<file path="config.mk">
export PLATFORM = sky130hd
export DESIGN_NAME = esr_exception_bank
export DESIGN_NICKNAME = d
export VERILOG_FILES = /design/src/common/esr_pkg.sv /design/src/design/esr_exception_bank.sv /design/src/design/esr_parity_chk.sv
export SDC_FILE = /design/constraint.sdc
export NUM_CORES = 1
export LEC_CHECK = 0
export BUFFER_PORTS_ARGS = -buffer_cell sky130_fd_sc_hd__buf_2
export CAP_MARGIN = 15
export CELL_PAD_IN_SITES_DETAIL_PLACEMENT = 0
export CELL_PAD_IN_SITES_GLOBAL_PLACEMENT = 1
export CORE_MARGIN = 2
export CORE_UTILIZATION = 31
export CTS_CLUSTER_SIZE = 25
export DETAILED_ROUTE_END_ITERATION = 8
export PLACE_DENSITY = 0.76
export SETUP_SLACK_MARGIN = 0.05
export SYNTH_ARGS = -nofsm -noshare
export SYNTH_HDL_FRONTEND = slang
export SYNTH_SLANG_ARGS = --single-unit
</file>
<file path="constraint.sdc">
create_clock -name clock -period 2.2 [get_ports clock]
set_clock_uncertainty 0.2 [all_clocks]
set_input_delay 0 -clock clock [delete_from_list [all_inputs] [get_ports clock]]
set_output_delay 0 -clock clock [all_outputs]
set_load 0.01 [all_outputs]
</file>
<file path="src/common/esr_pkg.sv">
// constants for the exception status register bank
package esr_pkg;
  // control bus register addresses
  localparam logic [7:0] EXC_STATUS_ADDR = 8'h2c;
  localparam logic [7:0] EXC_MASK_ADDR = 8'h2d;
  // bit positions inside both registers
  localparam int PHY_PAR_BIT = 0;
  localparam int CB_PAR_BIT = 5;
  localparam int CMD_ERR_BIT = 6;
  localparam int CWI_BIT = 7;
  // bits that really exist in the status register
  localparam logic [7:0] STATUS_IMPL = 8'he1;
  // bits that exist in the mask register (bit 7 always zero)
  localparam logic [7:0] MASK_IMPL = 8'h61;
  // values after reset
  localparam logic [7:0] STATUS_RESET = 8'h00;
  localparam logic [7:0] MASK_RESET = 8'h00;
  // one cycle from request to acknowledge
  localparam int ACK_CYCLES = 1;
  // access sequencer states, one-hot
  typedef enum logic [1:0] {
    ESR_IDLE = 2'b01,
    ESR_ACK = 2'b10
  } esr_state_t;
endpackage

</file>
<file path="src/design/esr_exception_bank.sv">
// exception status and mask registers on the control bus
`timescale 1ns/1ps
module esr_exception_bank import esr_pkg::*; (
  clock,
  rst,
  phyIndicateData,
  phyIndicateParity,
  phyDataValid,
  phyParityEnable,
  ctrlBusParityEnable,
  cbReq,
  cbWrite,
  cbAddr,
  ctrlBusData,
  ctrlBusParity,
  cbIllegal,
  compareValue,
  condWriteTarget,
  condWriteDone,
  condWriteMatch,
  cbRdData,
  cbAck,
  exceptionSummaryIrq
);
  input wire logic clock;                 // 250 MHz system clock
  input wire logic rst;                   // synchronous, active high
  input wire logic [7:0] phyIndicateData; // phy indication byte
  input wire logic phyIndicateParity;     // its parity bit
  input wire logic phyDataValid;          // byte present this cycle
  input wire logic phyParityEnable;       // mode bit: check phy parity
  input wire logic ctrlBusParityEnable;   // mode bit: check bus parity
  input wire logic cbReq;                 // one-cycle access request
  input wire logic cbWrite;               // 1 write, 0 read
  input wire logic [7:0] cbAddr;          // register address
  input wire logic [7:0] ctrlBusData;     // write data
  input wire logic ctrlBusParity;         // write data parity
  input wire logic cbIllegal;             // access rules forbid this one
  input wire logic [7:0] compareValue;    // compare register contents
  input wire logic condWriteTarget;       // other bank took a cond write
  input wire logic condWriteDone;         // other bank's write finished
  input wire logic condWriteMatch;        // its compare matched
  output logic [7:0] cbRdData;            // read data, registered
  output logic cbAck;                     // one-cycle acknowledge
  output logic exceptionSummaryIrq;       // summary bit toward interrupts

  //////////////////////////////////////////////////////////////////////
  // parity checkers

  logic phyParErr;  // raw phy parity fault
  logic cbParErr;   // raw control bus parity fault

  // phy data are on this clock already, so no synchroniser is needed
  esr_parity_chk phyChk (
    .data(phyIndicateData),
    .parity(phyIndicateParity),
    .enable(phyParityEnable & phyDataValid),
    .parityErr(phyParErr)
  );

  // bus parity only matters on writes
  esr_parity_chk cbChk (
    .data(ctrlBusData),
    .parity(ctrlBusParity),
    .enable(ctrlBusParityEnable & cbReq & cbWrite),
    .parityErr(cbParErr)
  );

  //////////////////////////////////////////////////////////////////////
  // register state

  logic [7:0] status_r;     // exception status flags
  logic [7:0] status_nxt;
  logic [7:0] mask_r;       // exception mask
  logic [7:0] mask_nxt;
  logic [7:0] rdData_r;     // read data latch
  logic [7:0] rdData_nxt;
  logic ack_r;              // acknowledge
  logic ack_nxt;
  logic summary_r;          // exception summary
  logic summary_nxt;
  esr_state_t state_r;      // access sequencer
  esr_state_t state_nxt;

  logic hitStatus;          // request addresses the status register
  logic hitMask;            // request addresses the mask register
  logic execOk;             // access may be performed
  logic [7:0] events;       // hardware events this cycle

  // address decode
  always_comb begin
    hitStatus = 1'b0;
    hitMask = 1'b0;
    if (cbAddr == EXC_STATUS_ADDR) begin
      hitStatus = 1'b1;
    end else if (cbAddr == EXC_MASK_ADDR) begin
      hitMask = 1'b1;
    end
  end

  // an access runs only when legal and, for writes, with good parity
  always_comb begin
    execOk = cbReq & ~cbIllegal & ~cbParErr;
  end

  // collect this cycle's events into one byte
  always_comb begin
    events = 8'h00;
    events[PHY_PAR_BIT] = phyParErr;
    events[CB_PAR_BIT] = cbParErr;
    events[CMD_ERR_BIT] = cbReq & cbIllegal;
    // a status write whose compare differs fails and is flagged
    if (execOk && cbWrite && hitStatus) begin
      events[CWI_BIT] = (compareValue != status_r);
    end
    // conditional writes to other registers report here too; ORed so a
    // same-cycle failure on the status register is not masked by them
    if (condWriteTarget && condWriteDone) begin
      events[CWI_BIT] = events[CWI_BIT] | ~condWriteMatch;
    end
  end

  // next flag and mask values
  always_comb begin
    status_nxt = status_r;
    mask_nxt = mask_r;
    // conditional write to status: only when compare matches
    if (execOk && cbWrite && hitStatus) begin
      // on mismatch the old contents stay untouched
      if (compareValue == status_r) begin
        status_nxt = ctrlBusData & STATUS_IMPL;
      end
    end
    // mask writes are unconditional; bit 7 cannot be set
    if (execOk && cbWrite && hitMask) begin
      mask_nxt = ctrlBusData & MASK_IMPL;
    end
    // events are ORed last so a set beats a same-cycle clear
    status_nxt = (status_nxt | events) & STATUS_IMPL;
  end

  // summary follows the masked flags; mask bit 7 is held at zero
  always_comb begin
    summary_nxt = |(status_nxt & mask_nxt & ~8'h80);
  end

  // read data and acknowledge sequencing
  always_comb begin
    rdData_nxt = rdData_r;
    ack_nxt = 1'b0;
    state_nxt = state_r;
    case (state_r)
      ESR_IDLE: begin
        if (cbReq) begin
          ack_nxt = 1'b1;
          state_nxt = ESR_ACK;
          rdData_nxt = 8'h00;
          // reads return data only when legal, else zero; reserved bits read as zero
          if (!cbWrite && execOk && hitStatus) begin
            rdData_nxt = status_r & STATUS_IMPL;
          end else if (!cbWrite && execOk && hitMask) begin
            rdData_nxt = mask_r & MASK_IMPL;
          end
        end
      end
      ESR_ACK: begin
        // requests during the ack cycle are still served
        state_nxt = ESR_IDLE;
        if (cbReq) begin
          ack_nxt = 1'b1;
          state_nxt = ESR_ACK;
          rdData_nxt = 8'h00;
          if (!cbWrite && execOk && hitStatus) begin
            rdData_nxt = status_r & STATUS_IMPL;
          end else if (!cbWrite && execOk && hitMask) begin
            rdData_nxt = mask_r & MASK_IMPL;
          end
        end
      end
      default: begin
        state_nxt = ESR_IDLE;
      end
    endcase
  end

  //////////////////////////////////////////////////////////////////////
  // registers

  // all state lands here; nothing is computed in this process
  always_ff @(posedge clock) begin
    if (rst) begin
      status_r <= STATUS_RESET;
      mask_r <= MASK_RESET;
      rdData_r <= 8'h00;
      ack_r <= 1'b0;
      summary_r <= 1'b0;
      state_r <= ESR_IDLE;
    end else begin
      status_r <= status_nxt;
      mask_r <= mask_nxt;
      rdData_r <= rdData_nxt;
      ack_r <= ack_nxt;
      summary_r <= summary_nxt;
      state_r <= state_nxt;
    end
  end

  //////////////////////////////////////////////////////////////////////
  // outputs straight from flip-flops

  assign cbRdData = rdData_r;
  assign cbAck = ack_r;
  assign exceptionSummaryIrq = summary_r;
endmodule

</file>
<file path="src/design/esr_parity_chk.sv">
// odd parity checker for one byte lane
`timescale 1ns/1ps
module esr_parity_chk (
  data,
  parity,
  enable,
  parityErr
);
  input wire logic [7:0] data;   // byte under check
  input wire logic parity;       // parity bit sent with it
  input wire logic enable;       // checking switched on
  output logic parityErr;        // high when the nine bits are even

  // odd parity: data and parity together must hold an odd count of ones
  always_comb begin
    parityErr = enable & ~(^{data, parity});
  end
endmodule

</file>
# --- Word-level counts from Yosys, hierarchy flattened ---
# Cells that the tools add are included.
word_totals:
  reg_bits: 28
  inputBits: 45
  output_inout_bits: 10
  elab_cells: 59
classes:
  eq_ne: 7
  n_mux: 14
  bitwise_logic: 17
  reduce_logical: 14
ops:
  columns: ["cell", "n"]
  rows:
  - ["2-to-1 mux 8 bit", 4]
  - ["parity 9 bit", 2]
  - ["equality test 8 x 6 -> 1 bit, second input constant", 2]
  - ["AND 1 bit", 8]
  - ["equality test 8 bit", 1]
  - ["inequality test 8 bit", 1]
  - ["bitwise OR 8 bit", 1]
  - ["AND 7 bit", 1]
  - ["logical AND 1 bit", 7]
  - ["2-to-1 mux 7 bit", 1]
  - ["OR reduction 7 bit", 1]
  - ["2-to-1 mux 1 bit", 6]
  - ["inverter 1 bit", 6]
  - ["2-to-1 mux 2 bit", 2]
  - ["one-hot mux 2 bit (2 select lines)", 1]
  - ["OR reduction 2 bit", 2]
  - ["equality test 2 x 1 -> 1 bit, second input constant", 1]
  - ["equality test 2 bit, second input constant", 1]
  - ["inequality test 2 bit, second input constant", 1]
  - ["AND reduction 2 bit", 1]
  - ["zero test 1 bit", 1]
  - ["bitwise OR 1 bit", 1]

# --- Longest topological paths before layout ---
# Gate-level depths: netlist (run 1).
logic_depth:
  word_depth: 13
  depth_mapped: 7
  mapped_depth_nobuf: 6

# --- Cells and area by module ---
# A second synthesis (run 1) with hierarchy kept.
hier_totals:
  hier_cells: 112
  area_unflattened_um2: 1029.7
modules_own_cells:
  columns: ["mod", "n_inst", "cells_each", "area_per_inst_um2", "seq_area_each_um2"]
  rows:
  - ["esr_exception_bank", 1, 94, 837.1, 300.3]
  - ["esr_parity_chk", 2, 9, 96.3, 0.0]

# --- Worst setup path before layout (run 1) ---
# No wires, ideal clock.
synth_path:
  path_kind: "input to register"
  from: "in ctrlBusData[4]"
  to: "reg summary_r (netlist: exceptionSummaryIrq)"
  setup_time_ps: 129
  arrival_time_ps: 1599
  t_required_ps: 1871
  setup_slack_ps: 272
  cell_stages: 6
  n_path_buf: 0
  path_cell_list: "xor2_1 xnor3_1 mux2_4 or4b_4 o2111ai_2 o221ai_2"
synth_via:
  elab_chain_cells: 11
  word_cells_on_any_way: 13
  cone_classes: "mux: 2; bitwise: 6; reduce/logical: 5"
synth_lines:
  columns: ["item", "line", "text"]
  rows:
  - ["from (decl)", "esr_exception_bank.sv:35", "input wire logic [7:0] ctrlBusData;"]
  - ["parity 9 bit (*)", "esr_parity_chk.sv:16", "parityErr = enable & ~(^{data, parity});"]
  - ["inverter 1 bit (*)", "esr_parity_chk.sv:16", null]
  - ["AND 1 bit (*)", "esr_parity_chk.sv:16", null]
  - ["inverter 1 bit", "esr_exception_bank.sv:102", "execOk = cbReq & ~cbIllegal & ~cbParErr;"]
  - ["AND 1 bit", "esr_exception_bank.sv:102", null]
  - ["logical AND 1 bit", "esr_exception_bank.sv:127, esr_exception_bank.sv:134", null]
  - ["logical AND 1 bit", "esr_exception_bank.sv:127", "if (execOk && cbWrite && hitStatus) begin"]
  - ["2-to-1 mux 8 bit", "esr_exception_bank.sv:127", null]
  - ["bitwise OR 8 bit", "esr_exception_bank.sv:138", "status_nxt = (status_nxt | events) & STATUS_IMPL;"]
  - ["AND 7 bit (*)", "esr_exception_bank.sv:143", "summary_nxt = |(status_nxt & mask_nxt & ~8'h80);"]
  - ["OR reduction 7 bit (*)", "esr_exception_bank.sv:143", null]
  - ["to (signal assigned)", "esr_exception_bank.sv:202", "summary_r <= summary_nxt;"]
  - ["to (decl)", "esr_exception_bank.sv:79", "logic summary_r;"]
# Mark *: on every way between the ends. The rest lies on a longest branch, timed or not.
# A chain may end at the register's enable or synchronous reset.

# --- Worst setup path in the final report (run 1) ---
layout_path:
  from: "reg status_r[7]"
  to: "reg summary_r (netlist: exceptionSummaryIrq)"
layout_via:
  elab_chain_cells: 6
layout_lines:
  columns: ["item", "line", "text"]
  rows:
  - ["from (decl)", "esr_exception_bank.sv:71", "logic [7:0] status_r;"]
  - ["from (signal assigned)", "esr_exception_bank.sv:198", "status_r <= status_nxt;"]
  - ["equality test 8 bit", "esr_exception_bank.sv:129", "if (compareValue == status_r) begin"]
  - ["2-to-1 mux 8 bit", "esr_exception_bank.sv:129", null]
  - ["2-to-1 mux 8 bit", "esr_exception_bank.sv:127", null]
  - ["bitwise OR 8 bit", "esr_exception_bank.sv:138", null]
  - ["AND 7 bit", "esr_exception_bank.sv:143", null]
  - ["OR reduction 7 bit", "esr_exception_bank.sv:143", null]
# Every way passes these cells.

==> results.sh, run 1 <==
export IMPL_ys_seq_elements=15
export IMPL_globalRoute_totalOverflow=0
export IMPL_gp_congestion=0.760
export IMPL_grt_pass1_vias=1044
export IMPL_route_detailed_drc=0
export IMPL_htreeDepth=1
export IMPL_async_reset_ff_share_pct=0
export IMPL_path_class="register to register"
export IMPL_fmax_mhz=492
export IMPL_dr_pass1_iters=4
export IMPL_worstSkewPairLatency_ns=0.28
export IMPL_p_per_area_nw_per_um2=452
export IMPL_vias=1003
export IMPL_min_period_ns=2.03
export IMPL_setup_violations=0
export IMPL_grtUsageTotal_pct=13.9
export IMPL_cp_slowest_cell="or4b_4"
export IMPL_hold_viol=0
export IMPL_synthToLayoutAreaGrowth_pct=41.6
export IMPL_crit_chain="xor2_1, nor3_2, nand4bb_1, or4b_4, o2111ai_2, o221ai_2"
export IMPL_total_power_uw=673
export IMPL_setup_tns_ns=0
export IMPL_grt_pass1_wl_um=4450
export IMPL_cp_num_buf_inv=0
export IMPL_maxCapViolations=0
export IMPL_ant_nets=0
export IMPL_min_delay_path_class="input port to register"
export IMPL_synth_warnings=0
export IMPL_antenna_found_initial=0
export IMPL_rsz0062_at_grt="false"
export IMPL_p_leak_uw=0.000713
export IMPL_diodes=0
export IMPL_root_buffer="clkbuf_4"
export IMPL_cts_inserted_buffers=3
export IMPL_grt_max_degree=15
export IMPL_avgSynthCellArea_um2=9.15
export IMPL_required_ns=2.17
export IMPL_cp_top_family="simple AND/OR/NAND/NOR gates"
export IMPL_io_buffers=50
export IMPL_std_cell_rows=21
export IMPL_dp_hpwl_um=2020
export IMPL_clock_sinks=15
export IMPL_reg2reg_slack_ns=0.17
export IMPL_period_share_pct=92.4
export IMPL_initial_core_util_pct=31.8
export IMPL_syn_inst=115
export IMPL_boundaryPins=55
export IMPL_clk_path_buf_depth=2
export IMPL_irDropWorstVdd_mv=0.172
export IMPL_slew_violations=0
export IMPL_netlist_area_um2=1050
export IMPL_yosysSeqAreaShare_pct=28.5
export IMPL_synth_area_leaders="dfxtp_1, xnor3_1, xor2_1"
export IMPL_core_um2=3310
export IMPL_outcome="finished, final reports clean"
export IMPL_synth_largest_area_cell="dfxtp_1"
export IMPL_crit_path_end_kind="register"
export IMPL_die_area_um2=3880
export IMPL_max_stage_delay_ns=0.54
export IMPL_crit_arrival_ns=2.00
export IMPL_drive_gt1_share_pct=37.1
export IMPL_layout_commonest_cell="buf_2"
export IMPL_synth_edff_count=0
export IMPL_yosys_area_top_type_share_pct=28.5
export IMPL_layout_common_cells="buf_2, dfxtp_1, dlygate4sd3_1, nor2_1, inv_1"
export IMPL_wire_per_inst_um=11.5
export IMPL_yosys_most_used_dff="dfxtp_1"
export IMPL_nNetsFinal=226
export IMPL_synth_cell_types=41
export IMPL_routed_wl_um=2580
export IMPL_die_h_um=62.3
export IMPL_tritoncts="built"
export IMPL_vias_per_cell=4.48
export IMPL_cts_clk_slew_worst_paths_ns=0.10
export IMPL_drt_iter0_drc=25
export IMPL_cp_start_kind="register"
export IMPL_critPathMaxFanout=4
export IMPL_die_w_um=62.3
[timing repair]
item / in CTS / in global routing
endpoints found under the setup margin: 0 / 1
hold buffers: 12 / 0
setup buffers: 0 / 0
endpoints found under the hold margin: 13 / 0
resized for setup: 0 / 1
[metal layers]
metal | global-route usage, % | vias up | share of wire [%] | routed length [um]
met5 | 0 | - | 0 | 0
met4 | 4.17 | 0 | 0.54 | 14
met3 | 3.08 | 2 | 8.5 | 218
met2 | 24.6 | 43 | 46 | 1190
met1 | 17.0 | 441 | 45 | 1160
li1 | - | 517 | - | -
[sequential cells by signal (all words and copies together), names as in the netlist]
register	cells
cbAck	1
cbRdData	4
exceptionSummaryIrq	1
mask_r	3
state_r	2
status_r	4
[cell type report]
class | instances | area [um2]
inverters | 9 | 33.8
multi-input cells | 87 | 693
clock inverters | 1 | 5.00
flip-flops and latches | 15 | 300
well taps | 46 | 57.6
fillers | 341 | 1820
clock buffers | 3 | 22.5
repair buffers | 63 | 378
[final timing paths]
kind                                                from                              to  cells past startpoint
worst max register to register    status_r[7]$_SDFF_PP0_  exceptionSummaryIrq$_SDFF_PP0_                      6
worst max-delay path              status_r[7]$_SDFF_PP0_  exceptionSummaryIrq$_SDFF_PP0_                      6
worst min-delay path                           cbIllegal          status_r[6]$_SDFF_PP0_                      4
worst min register to register  cbRdData[7]$_SDFFE_PP0P_        cbRdData[7]$_SDFFE_PP0P_                      2
[per-stage QoR]
step                std cells  instance area (um2)  utilization, %  setup slack (ns)  hold slack, ns
floorplan                 118                 1060               -             0.272         -0.0362
global placement          208                 1340            40.4             0.110          0.0833
detailed placement        208                 1340            40.4            0.0730          0.0831
CTS                       224                 1490            44.9             0.129         0.00423
global route              224                 1490            45.0            0.0854          0.0126
finish                    224                 1490            45.0             0.168         0.00365
[cells in the mapped netlist (2+ instances only)]
cell type / count
nor3_1: 3
xnor2_1: 4
inv_1: 9
mux2_4: 2
nor4_1: 2
a21oi_1: 3
xnor3_1: 4
nor2_1: 10
dfxtp_1: 15
o21ai_0: 4
nand3_1: 2
ha_1: 2
clkbuf_1: 3
buf_4: 4
xor2_1: 5
nand2_1: 7
a22oi_1: 3
nor2b_1: 6
nor4b_1: 2
mux2i_1: 4
[worst reg2reg max path, delay by kind of cell, from the launching register on]
family	cells	cell delay, ns
DFF	1	0.35
and+or+nand+nor	3	0.98
AOI/OAI and AO/OA	2	0.22
xor gates and xnor gates	1	0.18
[power by group]
group / switching [uW] / internal, uW
Combinational: 98.5 / 124
Sequential: 7.94 / 284
Clock: 91.1 / 67.4
Total: 197 / 476
[cells by family after synthesis]
kind of cell	Yosys count	share of synthesized area, %
DFF	15	28.5
adders and majority gates	2	2.38
AOI/OAI and AO/OA	18	13.2
other	1	0.356
buffers and inverters	16	7.13
xor gates and xnor gates	14	17.6
muxes	7	7.73
and+or+nand+nor	42	23.1
No activity file was read; power rests on OpenSTA's default activity.
==> run 2, diff against run 1 <==
--- a/config.mk
+++ b/config.mk
@@ -13,7 +13,8 @@
 export CORE_UTILIZATION = 31
 export CTS_CLUSTER_SIZE = 25
 export DETAILED_ROUTE_END_ITERATION = 8
-export PLACE_DENSITY = 0.76
+export GPL_ROUTABILITY_DRIVEN = 0
+export PLACE_DENSITY_LB_ADDON = 0.3
 export SETUP_SLACK_MARGIN = 0.05
 export SYNTH_ARGS = -nofsm -noshare
 export SYNTH_HDL_FRONTEND = slang
==> run 2 against run 1 <==
Compared with the run above: the run now ends with hold timing left; combinational power fell by 3%; worst setup slack better by 0.071 ns; first-iteration DRC count decreased by 24%; critical path depth unchanged; register-to-register slack improved by 0.07 ns; non-clock buffer count down 1; die area is the same; clock-buffer cell count grew 1; highest routed layer unchanged; largest power group unchanged; hold slack lost 0.0043 ns; final area fell by 0.76%; sequential share of layout area is 0.15 points higher.
==> results.sh, run 2 (same netlist as run 1, synthesis figures left out) <==
export IMPL_outcome="finished with violations"
export IMPL_violations="hold timing"
export IMPL_min_period_ns=1.96
export IMPL_wl_met2_um=1230
export IMPL_tritoncts="built"
export IMPL_rsz0062_at_grt="false"
export IMPL_path_class="register to register"
export IMPL_diodes=0
export IMPL_clk_path_buf_depth=2
export IMPL_cts_inserted_buffers=3
export IMPL_drt_iter0_drc=19
export IMPL_setup_violations=0
export IMPL_clock_sinks=15
export IMPL_stdcell_area_um2=1480
export IMPL_cp_start_kind="register"
export IMPL_antenna_found_initial=0
export IMPL_period_share_pct=89.1
export IMPL_grt_pass1_wl_um=4240
export IMPL_slew_violations=0
export IMPL_globalRoute_totalOverflow=0
export IMPL_irDropWorstVdd_mv=0.341
export IMPL_die_h_um=62.3
export IMPL_fmax_mhz=510
export IMPL_dp_hpwl_um=2010
export IMPL_maxCapViolations=0
export IMPL_std_cell_rows=21
export IMPL_critPathMaxFanout=4
export IMPL_cp_slowest_cell="or4b_4"
export IMPL_setup_tns_ns=0
export IMPL_cts_clk_slew_worst_paths_ns=0.09
export IMPL_grtUsageTotal_pct=13.5
export IMPL_drive_gt1_share_pct=36.7
export IMPL_wire_per_inst_um=11.3
export IMPL_vias_per_cell=4.52
export IMPL_nNetsFinal=225
export IMPL_worstSkewPairLatency_ns=0.28
export IMPL_whs_ns=-0.000649
export IMPL_relSlewSlack_pct=66.3
export IMPL_root_buffer="clkbuf_4"
export IMPL_routed_wl_um=2510
export IMPL_crit_chain="xor2_1, nor3_2, nand4bb_1, or4b_4, o2111ai_2, o221ai_2"
export IMPL_dr_pass1_iters=4
export IMPL_tightest_slew_ns=0.498
export IMPL_die_w_um=62.3
export IMPL_cp_num_buf_inv=0
export IMPL_cp_top_family="simple AND/OR/NAND/NOR gates"
export IMPL_crit_path_end_kind="register"
export IMPL_dpl_cell_area_um2=1340
export IMPL_wl_met1_um=1130
export IMPL_required_ns=2.17
export IMPL_core_um2=3310
export IMPL_wl_met3_um=144
export IMPL_top_layer_used="met4"
export IMPL_grt_pass1_vias=1006
export IMPL_layout_commonest_cell="buf_2"
export IMPL_grt_max_degree=15
export IMPL_hold_viol=1
export IMPL_p_leak_uw=0.000705
export IMPL_htreeDepth=1
export IMPL_die_area_um2=3880
export IMPL_min_delay_path_class="input port to register"
export IMPL_initial_core_util_pct=31.8
export IMPL_crit_arrival_ns=1.93
export IMPL_synthToLayoutAreaGrowth_pct=40.5
export IMPL_p_per_area_nw_per_um2=449
export IMPL_io_buffers=50
export IMPL_max_stage_delay_ns=0.54
export IMPL_route_detailed_drc=0
export IMPL_ant_nets=0
export IMPL_boundaryPins=55
export IMPL_layout_common_cells="buf_2, dfxtp_1, dlygate4sd3_1, nor2_1, inv_1"
export IMPL_vias=1007
[run 2: final cells by class]
type,count,area (um2)
repair buffers,62,368
flip-flops and latches,15,300
multi-input cells,87,693
inverters,9,33.8
well taps,46,57.6
clock buffers,4,26.3
fillers,349,1830
[run 2: per-layer routing]
layer	global-route usage [%]	vias up
met5	0	-
met4	3.33	0
met3	3.44	2
met2	24.0	29
met1	16.2	458
li1	-	518
[run 2: worst register-to-register path, cell delays in order, from the launching register on]
cell	delay [ns]
dfxtp_1	0.34
xor2_1	0.17
nor3_2	0.20
nand4bb_1	0.20
or4b_4	0.54
o2111ai_2	0.10
o221ai_2	0.11
[run 2: per-stage QoR]
step                utilization [%]  std cells  total power, uW  worst slack [ns]
finish                         44.7        223              664             0.239
detailed placement             40.4        208              500            0.0622
global route                   44.7        223              712             0.111
global placement               40.4        208              493             0.131
CTS                            44.5        223              672             0.180
floorplan                         -        118              436             0.272
[run 2: path summary, 6_finish.rpt]
check | from | end | slack (ns) | cells after the start
max reg2reg | status_r[7]$_SDFF_PP0_ | exceptionSummaryIrq$_SDFF_PP0_ | 0.24 | 6
min | compareValue[4] | status_r[7]$_SDFF_PP0_ | -0.0006 | 6
min reg2reg | cbRdData[7]$_SDFFE_PP0P_ | cbRdData[7]$_SDFFE_PP0P_ | 0.29 | 2
max | status_r[7]$_SDFF_PP0_ | exceptionSummaryIrq$_SDFF_PP0_ | 0.24 | 6
[run 2: timing repair]
item                       CTS  global route
setup endpoints to repair    0             1
hold buffers                11             0
resized for setup            0             1
hold endpoints to repair    14             0
setup buffers                0             0
[run 2: power by group]
part | switching, uW | internal (uW) | leakage (uW) | total (uW)
logic | 95.4 | 121 | 0.000568 | 217
clock network | 84.1 | 70.3 | 0.0000150 | 154
registers | 8.71 | 284 | 0.000122 | 293
==> run 3, diff against run 2 <==
--- a/config.mk
+++ b/config.mk
@@ -5,14 +5,14 @@
 export SDC_FILE = /design/constraint.sdc
 export NUM_CORES = 1
 export LEC_CHECK = 0
-export BUFFER_PORTS_ARGS = -buffer_cell sky130_fd_sc_hd__buf_2
 export CAP_MARGIN = 15
 export CELL_PAD_IN_SITES_DETAIL_PLACEMENT = 0
 export CELL_PAD_IN_SITES_GLOBAL_PLACEMENT = 1
 export CORE_MARGIN = 2
-export CORE_UTILIZATION = 31
+export CORE_UTILIZATION = 43
 export CTS_CLUSTER_SIZE = 25
 export DETAILED_ROUTE_END_ITERATION = 8
+export DONT_BUFFER_PORTS = 1
 export GPL_ROUTABILITY_DRIVEN = 0
 export PLACE_DENSITY_LB_ADDON = 0.3
 export SETUP_SLACK_MARGIN = 0.05
==> run 3 against run 2 <==
Compared with the run above: the flow now finishes without violations; utilization grew 11 points; sequential cell count is the same; routed wire length shrank 6.8%; total power shrank 5.7%; critical path type unchanged; critical endpoint unchanged; largest power group unchanged.
==> results.sh, run 3 (same netlist as run 1, synthesis figures left out) <==
export IMPL_pwr_share_seq_pct=46.8
export IMPL_crit_arrival_ns=1.97
export IMPL_nNetsFinal=179
export IMPL_routed_wl_um=2340
export IMPL_combinationalPowerShare_pct=28.3
export IMPL_setup_tns_ns=0
export IMPL_grt_max_degree=15
export IMPL_cp_num_buf_inv=0
export IMPL_fmax_mhz=497
export IMPL_antenna_found_initial=0
export IMPL_p_leak_uw=0.000521
export IMPL_io_buffers=0
export IMPL_dp_hpwl_um=1790
export IMPL_initial_core_util_pct=46.7
export IMPL_slew_violations=0
export IMPL_worstSkewPairLatency_ns=0.29
export IMPL_clk_path_buf_depth=2
export IMPL_dr_pass1_iters=6
export IMPL_cp_start_kind="register"
export IMPL_critPathMaxFanout=4
export IMPL_n_fill_cell=229
export IMPL_core_um2=2250
export IMPL_utilization_pct=55.6
export IMPL_vias_per_cell=5.53
export IMPL_globalRoute_totalOverflow=0
export IMPL_required_ns=2.16
export IMPL_outcome="finished, final reports clean"
export IMPL_ant_nets=0
export IMPL_cp_slowest_cell="or4b_4"
export IMPL_internal_power_uw=452
export IMPL_boundaryPins=55
export IMPL_reg2reg_slack_ns=0.19
export IMPL_route_detailed_drc=0
export IMPL_synthToLayoutAreaGrowth_pct=19.1
export IMPL_switching_share_pct=27.9
export IMPL_pwr_share_clk_pct=24.9
export IMPL_min_period_ns=2.01
export IMPL_grtUsageTotal_pct=17.1
export IMPL_p_sw_uw=174
export IMPL_crit_chain="xor2_1, nor3_1, nand4bb_1, or4b_4, o2111ai_2, o221ai_2"
export IMPL_min_delay_path_class="input port to register"
export IMPL_max_stage_delay_ns=0.54
export IMPL_drive_gt1_share_pct=13.0
export IMPL_root_buffer="clkbuf_4"
export IMPL_rsz0062_at_grt="false"
export IMPL_grt_pass1_vias=870
export IMPL_grt_pass1_wl_um=3470
export IMPL_setup_violations=0
export IMPL_r2r_start="status_r[7]$_SDFF_PP0_"
export IMPL_period_share_pct=91.4
export IMPL_vias=880
export IMPL_diodes=0
export IMPL_irDropWorstVdd_mv=0.406
export IMPL_worstSetupStartpoint="status_r[7]$_SDFF_PP0_"
export IMPL_postCtsSetupBuffers=0
export IMPL_hold_viol=0
export IMPL_wire_per_inst_um=14.7
export IMPL_drt_iter0_drc=15
export IMPL_htreeDepth=1
export IMPL_std_cell_rows=17
export IMPL_clock_sinks=15
export IMPL_die_w_um=53.5
export IMPL_p_per_area_nw_per_um2=499
export IMPL_tritoncts="built"
export IMPL_path_class="register to register"
export IMPL_die_area_um2=2860
export IMPL_cts_clk_slew_worst_paths_ns=0.09
export IMPL_min_delay_start="cbAddr[0]"
export IMPL_cts_inserted_buffers=3
export IMPL_maxCapViolations=0
export IMPL_die_h_um=53.5
export IMPL_crit_path_end_kind="register"
export IMPL_layout_common_cells="dfxtp_1, dlygate4sd3_1, nor2_1, inv_1, nand2_1"
export IMPL_total_power_uw=626
export IMPL_cp_top_family="simple AND/OR/NAND/NOR gates"
[run 3: timing repair]
action / 4_1_cts / 5_1_grt
setup endpoints to repair: 0 / 1
hold endpoints to repair: 15 / 0
resized for setup: 0 / 3
hold buffers: 15 / 0
[run 3: metrics by stage]
step / instance area [um2] / hold WS [ns] / setup WS [ns] / cells
6_report: 1250 / 0.0333 / 0.189 / 159
3_3_place_gp: 1060 / -0.129 / 0.210 / 140
3_5_place_dp: 1060 / -0.126 / 0.183 / 140
5_1_grt: 1250 / 0.0553 / 0.0838 / 159
2_1_floorplan: 1060 / -0.0362 / 0.272 / 118
4_1_cts: 1240 / 0.0229 / 0.0962 / 159
[run 3: layout make-up]
cell class / count / area [um2] / area share [%]
clock inverter: 1 / 5.00 / 0.399
multi-input combinational: 87 / 696 / 55.5
inverter: 9 / 33.8 / 2.69
clock buffer: 3 / 22.5 / 1.80
tap: 28 / 35.0 / 2.79
sequential: 15 / 302 / 24.1
timing repair buffer: 16 / 160 / 12.8
[run 3: power by group through the flow]
stage / combinational [uW] / sequential, uW / clock [uW]
finish: 177 / 293 / 156
global route: 195 / 296 / 167
CTS: 177 / 293 / 163
detailed placement: 146 / 299 / 0
global placement: 142 / 299 / 0
floorplan: 138 / 297 / 0
[run 3: final timing paths]
check                                   endpoint  depth (start not counted)
setup / recovery  exceptionSummaryIrq$_SDFF_PP0_                          6
hold / removal            status_r[0]$_SDFF_PP0_                          4
setup reg to reg  exceptionSummaryIrq$_SDFF_PP0_                          6
hold reg to reg          state_r[0]$_SDFFE_PP1P_                          2
[run 3: worst reg2reg max path: stages (launching register included)]
cell       delay, ns
dfxtp_1         0.34
xor2_1          0.16
nor3_1          0.22
nand4bb_1       0.21
or4b_4          0.54
o2111ai_2       0.10
o221ai_2        0.11
[run 3: layer usage]
metal	track usage, %	vias up	part of all wire, %
met5	0	-	0
met4	7.69	0	1.5
met3	3.39	5	11
met2	30.5	45	48
met1	19.3	402	39
li1	-	428	-
